## src/sp_pkg.sv

```systemverilog
/*
 Shared constants, types and helper functions of the serial port block.
 Assumes one 20 MHz system clock and byte addressed APB offsets.
*/
package sp_pkg;
	// Clock rate of the register side
	localparam int SP_CLK_HZ = 20_000_000;
	// Register byte offsets
	localparam logic [7:0] SP_OFS_DATA   = 8'h00;
	localparam logic [7:0] SP_OFS_STATUS = 8'h04;
	localparam logic [7:0] SP_OFS_CTRL_B = 8'h08;
	localparam logic [7:0] SP_OFS_CTRL_C = 8'h0c;
	localparam logic [7:0] SP_OFS_BAUD   = 8'h10;
	// Status register a bit positions
	localparam int SP_ST_RXC = 7;
	localparam int SP_ST_TXC = 6;
	localparam int SP_ST_TBE = 5;
	localparam int SP_ST_FE  = 4;
	localparam int SP_ST_DOR = 3;
	localparam int SP_ST_PE  = 2;
	// Control register b bit positions
	localparam int SP_CB_RX_COMPLETE_IRQ_ENABLE = 7;
	localparam int SP_CB_TX_COMPLETE_IRQ_ENABLE = 6;
	localparam int SP_CB_TEIE  = 5;
	localparam int SP_CB_RECEIVER_ENABLE  = 4;
	localparam int SP_CB_TRANSMITTER_ENABLE  = 3;
	localparam int SP_CB_SZ2   = 2;
	localparam int SP_CB_RX9   = 1;
	localparam int SP_CB_TX9   = 0;
	// Control register c bit positions
	localparam int SP_CC_SYNC  = 6;
	localparam int SP_CC_PMH   = 5;
	localparam int SP_CC_PML   = 4;
	localparam int SP_CC_STOP2 = 3;
	localparam int SP_CC_SZ1   = 2;
	localparam int SP_CC_SZ0   = 1;
	// Reset values
	localparam logic [7:0]  SP_CTRL_B_RST = 8'h00;
	localparam logic [7:0]  SP_CTRL_C_RST = 8'h06;
	localparam logic [15:0] SP_BAUD_RST   = 16'h000a;
	// Character size code for nine data bits
	localparam logic [2:0]  SP_SZ_NINE    = 3'h7;
	// Transmitter and receiver states
	typedef enum logic [2:0] {
		SP_IDLE, SP_START, SP_DATA, SP_PAR, SP_STOP
	} sp_state_type;

	// Data bits per character from the size field
	function automatic logic [3:0] sp_char_bits(input logic [2:0] size);
		case (size)
			3'h0: sp_char_bits = 4'h5;
			3'h1: sp_char_bits = 4'h6;
			3'h2: sp_char_bits = 4'h7;
			3'h7: sp_char_bits = 4'h9;
			default: sp_char_bits = 4'h8;
		endcase
	endfunction : sp_char_bits

	// Parity over the used data bits, odd inverts
	function automatic logic sp_parity(input logic [8:0] d, input logic [3:0] n,
		input logic odd);
		logic p;
		p = odd;
		for (int i = 0; i < 9; i++) begin
			if (i < int'(n)) begin
				p = p ^ d[i];
			end
		end
		sp_parity = p;
	endfunction : sp_parity
endpackage : sp_pkg

```

## src/sp_serial_port.sv

```systemverilog
/*
 Serial port transmit and receive buffers, flags and interrupt requests
 behind an APB slave. Assumes an external interrupt controller does the
 global masking and pulses the transmit complete acknowledge, and that
 the serial pins come from outside the clock domain.
*/
// Notes on behaviour
// - Buffer empty flag high while holding buffer empty
// - Buffer empty request held while flag set
// - Data register write clears buffer empty flag
// - Transmit complete set after frame, buffer empty
// - Complete flag cleared by service or one
// - Complete request follows flag when enabled
// - Parity inserted after data, before stop
// - Transmitter disable waits until all data sent
// - Receiver enable claims the receive pin
// - Synchronous mode samples on external transfer clock
// - Bits shifted in until first stop bit
// - First stop bit moves frame into buffer
// - Unused upper data bits read zero
// - Ninth received bit shown in control b
// - Errors and ninth bit stored, read advances
// - Receive complete flag shows unread data present
// - Receiver disable flushes the receive buffer
// - Receive request held while flag set
// - Start low, data lsb first, stop high
`timescale 1ns/1ps
`default_nettype none
module sp_serial_port #(
	parameter int RX_DEPTH = 2
) (
	input  wire logic        ref_clk_in,
	input  wire logic        sys_rst_in,
	input  wire logic        psel_in,
	input  wire logic        penable_in,
	input  wire logic        pwrite_in,
	input  wire logic [7:0]  paddr_in,
	input  wire logic [31:0] pwdata_in,
	output logic      [31:0] prdata_out,
	output logic             pready_out,
	output logic             pslverr_out,
	input  wire logic        rxd_in,
	input  wire logic        xck_in,
	input  wire logic        tx_complete_irq_ack_in,
	output logic             txd_out,
	output logic             txd_oe_out,
	output logic             rxd_owned_out,
	output logic             rx_complete_irq_out,
	output logic             tx_empty_irq_out,
	output logic             tx_complete_irq_out
);
	import sp_pkg::*;

	localparam int PW = (RX_DEPTH > 1) ? $clog2(RX_DEPTH) : 1;
	localparam int CW = $clog2(RX_DEPTH + 1);

	// Pointer step with wrap, shared by both fifo ends
	function automatic logic [PW-1:0] next_ptr(input logic [PW-1:0] p);
		next_ptr = (int'(p) == RX_DEPTH - 1) ? '0 : PW'(p + 1'b1);
	endfunction : next_ptr

	logic rxd_s1_q, rxd_s2_q, rxd_s3_q;
	logic xck_s1_q, xck_s2_q, xck_s3_q;
	logic        pready_q, pslverr_q;
	logic [31:0] prdata_q;
	logic rx_complete_irq_enable_q, tx_complete_irq_enable_q, teie_q, receiver_enable_q, transmitter_enable_q, sz2_q, tx9_q;
	logic sync_q, pmh_q, pml_q, stop2_q;
	logic [1:0]  szl_q;
	logic [15:0] baud_q, bcnt_q, rcnt_q;
	sp_state_type tst_q, rst_q;
	logic [8:0]  thr_q, tsh_q, rsh_q;
	logic        thr_full_q, tpar_q, txc_q, ten_q, rpar_q, dor_q;
	logic [3:0]  tidx_q, ridx_q;
	logic        txd_q, txd_oe_q, rx_own_q, rx_irq_q, te_irq_q, tc_irq_q;
	logic [10:0] rx_mem [RX_DEPTH];
	logic [PW-1:0] wptr_q, rptr_q;
	logic [CW-1:0] cnt_q;

	// Two stage synchronisers, third stage only for edges
	always_ff @(posedge ref_clk_in) begin
		rxd_s1_q <= rxd_in;
		rxd_s2_q <= rxd_s1_q;
		rxd_s3_q <= rxd_s2_q;
		xck_s1_q <= xck_in;
		xck_s2_q <= xck_s1_q;
		xck_s3_q <= xck_s2_q;
	end

	// Bus decode
	wire setup    = psel_in & ~penable_in;
	wire access   = psel_in & penable_in & pready_q;
	wire wr_en    = access & pwrite_in;
	wire rd_en    = access & ~pwrite_in;
	wire hit_data = paddr_in == SP_OFS_DATA;
	wire hit_st   = paddr_in == SP_OFS_STATUS;
	wire hit_cb   = paddr_in == SP_OFS_CTRL_B;
	wire hit_cc   = paddr_in == SP_OFS_CTRL_C;
	wire hit_bd   = paddr_in == SP_OFS_BAUD;
	wire mapped   = hit_data | hit_st | hit_cb | hit_cc | hit_bd;

	// Frame format
	wire [2:0]  size  = {sz2_q, szl_q};
	wire [3:0]  nbits = sp_char_bits(size);
	wire [3:0]  last  = nbits - 4'h1;

	// Receive fifo head and flags
	wire        rx_any  = cnt_q != '0;
	wire        rx_full = int'(cnt_q) == RX_DEPTH;
	wire [10:0] head    = rx_any ? rx_mem[rptr_q] : 11'h000;
	wire        rx_complete_flag     = rx_any;
	wire        tbe     = ~thr_full_q;

	// Read data views
	wire [7:0] st_view;
	wire [7:0] cb_view;
	wire [7:0] cc_view;
	assign st_view = {rx_complete_flag, txc_q, tbe, head[9], dor_q, head[10], 2'h0};
	assign cb_view = {rx_complete_irq_enable_q, tx_complete_irq_enable_q, teie_q, receiver_enable_q, transmitter_enable_q, sz2_q,
		head[8], tx9_q};
	assign cc_view = {1'b0, sync_q, pmh_q, pml_q, stop2_q, szl_q, 1'b0};
	wire [31:0] rd_mux = hit_data ? {24'h0, head[7:0]} :
		hit_st ? {24'h0, st_view} :
		hit_cb ? {24'h0, cb_view} :
		hit_cc ? {24'h0, cc_view} :
		hit_bd ? {16'h0, baud_q} : 32'h0;

	// No wait state: answer is built in setup, ready in the first access cycle
	always_ff @(posedge ref_clk_in) begin
		if (sys_rst_in) begin
			pready_q  <= 1'b0;
			pslverr_q <= 1'b0;
			prdata_q  <= 32'h0;
		end else begin
			pready_q <= setup;
			if (setup) begin
				pslverr_q <= ~mapped;
				prdata_q  <= pwrite_in ? 32'h0 : rd_mux;
			end
		end
	end

	// Control registers; the ninth received bit is read only
	always_ff @(posedge ref_clk_in) begin
		if (sys_rst_in) begin
			{rx_complete_irq_enable_q, tx_complete_irq_enable_q, teie_q, receiver_enable_q, transmitter_enable_q, sz2_q} <= SP_CTRL_B_RST[7:2];
			tx9_q  <= SP_CTRL_B_RST[SP_CB_TX9];
			sync_q <= SP_CTRL_C_RST[SP_CC_SYNC];
			{pmh_q, pml_q} <= SP_CTRL_C_RST[SP_CC_PMH:SP_CC_PML];
			stop2_q <= SP_CTRL_C_RST[SP_CC_STOP2];
			szl_q  <= SP_CTRL_C_RST[SP_CC_SZ1:SP_CC_SZ0];
			baud_q <= SP_BAUD_RST;
		end else if (wr_en) begin
			if (hit_cb) begin
				{rx_complete_irq_enable_q, tx_complete_irq_enable_q, teie_q, receiver_enable_q, transmitter_enable_q, sz2_q} <=
					pwdata_in[SP_CB_RX_COMPLETE_IRQ_ENABLE:SP_CB_SZ2];
				tx9_q <= pwdata_in[SP_CB_TX9];
			end
			if (hit_cc) begin
				sync_q  <= pwdata_in[SP_CC_SYNC];
				{pmh_q, pml_q} <= pwdata_in[SP_CC_PMH:SP_CC_PML];
				stop2_q <= pwdata_in[SP_CC_STOP2];
				szl_q   <= pwdata_in[SP_CC_SZ1:SP_CC_SZ0];
			end
			if (hit_bd) begin
				baud_q <= pwdata_in[15:0];
			end
		end
	end

	// Bit clock: internal divider, or transfer clock edges when synchronous
	wire xck_rise = xck_s2_q & ~xck_s3_q;
	wire xck_fall = ~xck_s2_q & xck_s3_q;
	wire btick    = bcnt_q == 16'h0;
	wire ttick    = sync_q ? xck_fall : btick;
	always_ff @(posedge ref_clk_in) begin
		if (sys_rst_in) begin
			bcnt_q <= 16'h0;
		end else begin
			bcnt_q <= btick ? baud_q : bcnt_q - 16'h0001;
		end
	end

	// Transmit side control terms
	wire tx_wr    = wr_en & hit_data;
	wire tx_stop  = tst_q == SP_STOP & tidx_q == 4'h0;
	wire tx_ready = tst_q == SP_IDLE | tx_stop;
	wire tx_load  = ten_q & thr_full_q & ttick & tx_ready;
	wire tx_end   = ttick & tx_stop & ~thr_full_q;
	wire txc_clr  = (wr_en & hit_st & pwdata_in[SP_ST_TXC]) | tx_complete_irq_ack_in;
	// Enable stays on until shifter and buffer are both drained
	wire ten_d    = transmitter_enable_q | (ten_q & (thr_full_q | tst_q != SP_IDLE));

	// Holding buffer; a new write wins over the move to the shifter
	always_ff @(posedge ref_clk_in) begin
		if (sys_rst_in) begin
			thr_q      <= 9'h000;
			thr_full_q <= 1'b0;
		end else if (tx_wr) begin
			thr_q      <= {tx9_q, pwdata_in[7:0]};
			thr_full_q <= 1'b1;
		end else if (tx_load) begin
			thr_full_q <= 1'b0;
		end
	end

	// Transmit shifter
	always_ff @(posedge ref_clk_in) begin
		if (sys_rst_in) begin
			tst_q  <= SP_IDLE;
			tsh_q  <= 9'h000;
			tidx_q <= 4'h0;
			tpar_q <= 1'b0;
		end else if (tx_load) begin
			tst_q  <= SP_START;
			tsh_q  <= thr_q;
			tpar_q <= sp_parity(thr_q, nbits, pml_q);
		end else if (ttick) begin
			case (tst_q)
				SP_START: begin
					tst_q  <= SP_DATA;
					tidx_q <= 4'h0;
				end
				SP_DATA: begin
					if (tidx_q == last) begin
						tst_q  <= pmh_q ? SP_PAR : SP_STOP;
						tidx_q <= {3'h0, stop2_q};
					end else begin
						tidx_q <= tidx_q + 4'h1;
					end
				end
				SP_PAR: begin
					tst_q  <= SP_STOP;
					tidx_q <= {3'h0, stop2_q};
				end
				SP_STOP: begin
					if (tidx_q != 4'h0) begin
						tidx_q <= 4'h0;
					end else begin
						tst_q <= SP_IDLE;
					end
				end
				default: tst_q <= SP_IDLE;
			endcase
		end
	end

	// Line level per state, low start and high stop
	wire txd_d = (tst_q == SP_START) ? 1'b0 :
		(tst_q == SP_DATA) ? tsh_q[tidx_q] :
		(tst_q == SP_PAR) ? tpar_q : 1'b1;

	// Transmit complete flag; a new completion beats a clear
	always_ff @(posedge ref_clk_in) begin
		if (sys_rst_in) begin
			txc_q <= 1'b0;
			ten_q <= 1'b0;
		end else begin
			ten_q <= ten_d;
			if (tx_end) begin
				txc_q <= 1'b1;
			end else if (txc_clr) begin
				txc_q <= 1'b0;
			end
		end
	end

	// Receive sampling point
	wire rfall   = ~rxd_s2_q & rxd_s3_q;
	wire rsample = sync_q ? xck_rise :
		(rst_q != SP_IDLE & rcnt_q == 16'h0);
	wire rx_pop  = rd_en & hit_data & rx_any;
	wire rx_done = rsample & rst_q == SP_STOP;
	wire rx_push = rx_done & ~rx_full;
	wire rpe     = pmh_q & (sp_parity(rsh_q, nbits, pml_q) != rpar_q);
	wire rlast   = ridx_q == last;

	// Receive shifter; disable drops any frame in flight
	always_ff @(posedge ref_clk_in) begin
		if (sys_rst_in | ~receiver_enable_q) begin
			rst_q  <= SP_IDLE;
			rcnt_q <= 16'h0;
			rsh_q  <= 9'h000;
			ridx_q <= 4'h0;
			rpar_q <= 1'b0;
		end else begin
			rcnt_q <= (rcnt_q == 16'h0) ? baud_q : rcnt_q - 16'h0001;
			case (rst_q)
				SP_IDLE: begin
					rsh_q  <= 9'h000;
					ridx_q <= 4'h0;
					if (sync_q & xck_rise & ~rxd_s2_q) begin
						rst_q <= SP_DATA;
					end else if (~sync_q & rfall) begin
						rst_q  <= SP_START;
						rcnt_q <= {1'b0, baud_q[15:1]};     // Aim at mid bit
					end
				end
				SP_START: begin
					if (rsample) begin
						rst_q <= rxd_s2_q ? SP_IDLE : SP_DATA;
					end
				end
				SP_DATA: begin
					if (rsample) begin
						rsh_q[ridx_q] <= rxd_s2_q;
						ridx_q <= ridx_q + 4'h1;
						if (rlast) begin
							rst_q <= pmh_q ? SP_PAR : SP_STOP;
						end
					end
				end
				SP_PAR: begin
					if (rsample) begin
						rpar_q <= rxd_s2_q;
						rst_q  <= SP_STOP;
					end
				end
				SP_STOP: begin
					if (rsample) begin
						rst_q <= SP_IDLE;
					end
				end
				default: rst_q <= SP_IDLE;
			endcase
		end
	end

	// Receive fifo with per frame status; disable flushes it
	always_ff @(posedge ref_clk_in) begin
		if (sys_rst_in | ~receiver_enable_q) begin
			wptr_q <= '0;
			rptr_q <= '0;
			cnt_q  <= '0;
			dor_q  <= 1'b0;
		end else begin
			if (rx_push) begin
				rx_mem[wptr_q] <= {rpe, ~rxd_s2_q, rsh_q};
				wptr_q <= next_ptr(wptr_q);
				dor_q  <= 1'b0;
			end else if (rx_done) begin
				dor_q <= 1'b1;
			end
			if (rx_pop) begin
				rptr_q <= next_ptr(rptr_q);
			end
			if (rx_push & ~rx_pop) begin
				cnt_q <= cnt_q + 1'b1;
			end else if (rx_pop & ~rx_push) begin
				cnt_q <= cnt_q - 1'b1;
			end
		end
	end

	// Pin ownership and level interrupt requests
	always_ff @(posedge ref_clk_in) begin
		if (sys_rst_in) begin
			txd_q    <= 1'b1;
			txd_oe_q <= 1'b0;
			rx_own_q <= 1'b0;
			rx_irq_q <= 1'b0;
			te_irq_q <= 1'b0;
			tc_irq_q <= 1'b0;
		end else begin
			txd_q    <= txd_d;
			txd_oe_q <= ten_d;
			rx_own_q <= receiver_enable_q;
			rx_irq_q <= rx_complete_irq_enable_q & rx_complete_flag;
			te_irq_q <= teie_q & tbe;
			tc_irq_q <= tx_complete_irq_enable_q & txc_q & ~txc_clr;
		end
	end

	assign prdata_out          = prdata_q;
	assign pready_out          = pready_q;
	assign pslverr_out         = pslverr_q;
	assign txd_out             = txd_q;
	assign txd_oe_out          = txd_oe_q;
	assign rxd_owned_out       = rx_own_q;
	assign rx_complete_irq_out = rx_irq_q;
	assign tx_empty_irq_out    = te_irq_q;
	assign tx_complete_irq_out = tc_irq_q;
endmodule : sp_serial_port
`default_nettype wire

```

## config.mk

```make
export PLATFORM = sky130hd
export DESIGN_NAME = sp_serial_port
export DESIGN_NICKNAME = d
export VERILOG_FILES = /design/src/sp_pkg.sv /design/src/sp_serial_port.sv
export SDC_FILE = /design/constraint.sdc
export NUM_CORES = 1
export LEC_CHECK = 0
export BUFFER_PORTS_ARGS = -buffer_cell sky130_fd_sc_hd__buf_2
export CAP_MARGIN = 30
export CELL_PAD_IN_SITES_DETAIL_PLACEMENT = 0
export CELL_PAD_IN_SITES_GLOBAL_PLACEMENT = 2
export CORE_AREA = 10 10 167 169
export CTS_BUF_LIST = sky130_fd_sc_hd__clkbuf_8 sky130_fd_sc_hd__clkbuf_16
export CTS_CLUSTER_DIAMETER = 80
export DETAILED_ROUTE_END_ITERATION = 8
export DIE_AREA = 0 0 177 179
export GPL_TIMING_DRIVEN = 0
export PLACE_DENSITY = 0.85
export SYNTH_ARGS = -nofsm -noshare
export SYNTH_HDL_FRONTEND = slang
export SYNTH_SLANG_ARGS = --single-unit
```

## constraint.sdc

```tcl
create_clock -name ref_clk_in -period 3.1 [get_ports ref_clk_in]
set_input_delay 0.465 -clock ref_clk_in [delete_from_list [all_inputs] [get_ports ref_clk_in]]
set_output_delay 0.465 -clock ref_clk_in [all_outputs]
set_load 0.05 [all_outputs]
```

==> flow_summary.toml <==
[status]
status = "finished, final reports clean"

[power]
p_per_area_nw_per_um2 = 543
pwr-share-seq_pct = 45.4
ir_worst_vdd_mv = 0.380
p_int_mw = 3.72
pwr-share-clk_pct = 38.9
leakage_nw = 3.58
switching_share_pct = 27.9
comb_power_share_pct = 15.7
p_sw_mw = 1.44

[worst_setup_path]
crit_type = "reg2reg"
cp_top_family = "simple AND/OR/NAND/NOR gates"
arrival_ns = 3.38
cp_num_buf_inv = 2
critPathSlowestCell = "or4b_4"
worst_setup_path_end_kind = "flip-flop"
path_cells = "inv_1 -> ha_4 -> or4b_4 -> or4b_4 -> o31ai_4 -> nor3b_4 -> buf_4 -> ha_4 -> or3_4 -> a21oi_2"
slowest_delay_ns = 0.62
cp_data_required_time_ns = 3.46
cp_max_fo = 6
start_kind = "flip-flop"

[drt]
drt_iter0_drc = 512
firstDrtPassIters = 7
wl_per_cell_um = 17.5
drc = 0
vias = 6742
wl_mm = 23.4
ant_nets = 0
viasPerCell = 5.04

[synthesis]
synthDominantCellAreaShare_pct = 35.5
synth-main-ff-cell = "dfxtp_1"
synthArstFlopShare_pct = 0
yosysSeqAreaShare_pct = 43.8
syn_area_um2 = 8000
synth_area_per_cell_um2 = 8.95
ys_ff_latch = 164
yosysTopAreaCell = "dfxtp_1"
syn_inst = 894
synth_edf_count = 22
ys_warn_count = 0
ys_types = 69
synthTopCellsByArea = "dfxtp_1 (36%), edfxtp_1 (8.3%), mux2i_1 (6.4%)"

[grt]
grt_pass1_wl_mm = 36.8
grt_use_met3_pct = 3.41
use_met1_pct = 20.1
track_usage_pct = 14.9
antenna_found_initial = 3
first_global_vias = 6462
overflow = 0
use_met2_pct = 23.7
busiest_layer = "met2"
grt_max_degree = 17

[sta]
post-route-period-util_pct = 97.6
skew_ns = 0.0108
fin_tns_setup_ns = 0
max_slew_margin_pct = 42.9
hold_viol = 0
timing.fmax_ghz = 0.330
period_minus_slack_ns = 3.03
slew_viol_final = 0
worst_pin_slew_ns = 0.849
finalSetupViolations = 0

[clock_tree]
numCtsBuffers = 17
clkSlewWorstSetupHoldPaths_ns = 0.07
cts_tree = "done"
clockBufferDepth = 2
cts_sinks = 164
holdBufCountCts = 0
clk_latency_ns = 0.43
h-tree-depth = 4
root_buffer = "clkbuf_16"

[placed_design]
dpl.cell_count = 1294
dpl.hpwl_mm = 17.4
portBuffers = 54
gp_congestion = 0.794

[floorplan]
die_x_um = 177
core_area_um2 = 24700
ios = 88
start_util_pct = 32.3
dieArea_um2 = 31700
dieHeight_um = 179
rows = 58

[flow_run]
drv_cap = 0

[cells_and_area]
area_growth_pct = 18.8
drive_above_1_share_pct = 14.5
fillers = 2533
instances_no_fill = 1337
fin_nets = 1055

[min_path]
hp-class = "in2reg"
-- logic make-up (layout without fill, tap and decap cells) --
| kind of cell | Yosys count | after routing | synth area share, % |
|---|---|---|---|
| AOI/OAI and AO/OA | 185 | 185 | 15.6 |
| muxes | 56 | 56 | 7.51 |
| buffers and inverters | 89 | 186 | 5.07 |
| DFF | 164 | 164 | 43.8 |
| xor gates and xnor gates | 48 | 48 | 5.60 |
| and+or+nand+nor | 338 | 338 | 20.4 |
| adders and majority gates | 13 | 13 | 2.03 |
| other | 1 | 17 | 0.0469 |
-- sequential cells by signal, summed over array words and instances, names as in the netlist, 9 cells and up, named ones only --
name and count:
baud_q 16, bcnt_q 16, prdata_out 16, rcnt_q 16, rsh_q 9, rx_mem 22
thr_q 9, tsh_q 9
-- per-layer routing --
layer,part of all wire [%],wire length [um]
met5,0.056,13
met4,0.82,192
met3,4.2,993
met2,47,10900
met1,48,11200
-- stage by stage --
step | area, um^2 | setup WS, ns | hold slack (ns) | power (mW) | util [%]
after floorplan | 8060 | 0.0215 | 0.310 | 2.99 | -
after global placement | 8740 | -0.324 | 0.312 | 3.18 | 35.3
after detailed placement | 8740 | -0.341 | 0.314 | 3.18 | 35.3
after CTS | 9420 | 0.00923 | 0.119 | 5.19 | 38.1
after global routing | 9500 | -0.0227 | 0.115 | 5.43 | 38.4
final | 9500 | 0.0738 | 0.131 | 5.16 | 38.4
-- cells in the final DEF, fill, tap and decap left out, types with 6 or more instances in the layout --
cell,Yosys,layout
nor3b_1,6,6
o211ai_1,13,13
clkbuf_1,42,40
ha_1,13,11
a22oi_1,14,14
xor2_1,16,16
buf_4,16,25
a211oi_1,20,19
conb_1,1,16
o21ai_1,7,7
dfxtp_1,142,141
or4_1,9,9
or2_2,7,7
nor4_1,13,13
a21oi_1,43,42
xnor2_1,30,30
a31oi_1,8,8
clkbuf_16,0,17
nor2b_1,8,8
nand4_1,12,12
a32oi_1,9,9
nor3_1,24,24
nand2_1,77,77
o21ai_0,33,33
edfxtp_1,22,22
mux2i_1,51,51
nand3_1,19,19
nor2_1,124,123
buf_2,3,58
inv_1,21,24
nand2b_1,9,9
-- power by group through the flow --
stage | combinational [mW] | sequential [mW] | clock [mW]
floorplan | 0.621 | 2.37 | 0
global placement | 0.802 | 2.38 | 0
detailed placement | 0.803 | 2.38 | 0
CTS | 0.808 | 2.34 | 2.05
global route | 0.919 | 2.36 | 2.15
finish | 0.810 | 2.34 | 2.01
-- what timing repair did --
action / in CTS / in global routing
setup buffers: 7 / 4
setup endpoints to repair: 33 / 25
resized for setup: 9 / 6
gates cloned: 1 / 0
pin swaps: 3 / 6
-- final cells by class --
| cell class | instances | area [um^2] | share of cell area (%) |
|---|---|---|---|
| Antenna cell | 1 | 2.50 | 0.0263 |
| Buffer | 65 | 310 | 3.27 |
| Clock buffer | 20 | 467 | 4.91 |
| Clock inverter | 11 | 86.3 | 0.909 |
| Inverter | 23 | 86.3 | 0.909 |
| Multi-Input combinational cell | 656 | 4220 | 44.4 |
| Sequential cell | 164 | 3500 | 36.9 |
| Tap cell | 330 | 413 | 4.35 |
| Timing Repair Buffer | 67 | 415 | 4.37 |
-- Yosys cell counts (4+ instances only) --
library cell / count
nor2_1: 124
xor2_1: 16
a211o_1: 5
nor3b_1: 6
or3_1: 6
nor2b_1: 8
a31oi_1: 8
a22oi_1: 14
inv_1: 21
clkbuf_1: 42
nand2_1: 77
nor4_1: 13
a211oi_1: 20
nand3b_1: 5
nand2b_1: 9
a21o_1: 5
buf_4: 16
ha_1: 13
o21ai_1: 7
dfxtp_1: 142
mux2i_1: 51
nand4_1: 12
nor3_1: 24
o21ai_0: 33
or4_1: 9
o211ai_1: 13
nand3_1: 19
a21oi_1: 43
xnor2_1: 30
a32oi_1: 9
buf_1: 4
edfxtp_1: 22
or2_2: 7
and2_1: 5
-- worst paths after layout --
| path | depth (start not counted) | start | slack [ns] | to |
|---|---|---|---|---|
| min reg2reg | 0 | rxd_s1_q | 0.33 | rxd_s2_q |
| min | 1 | xck_in | 0.13 | xck_s1_q |
| max | 10 | rcnt_q[1] | 0.07 | cnt_q[1] |
| max reg2reg | 10 | rcnt_q[1] | 0.07 | cnt_q[1] |
Power figures use the tool's default switching activity.
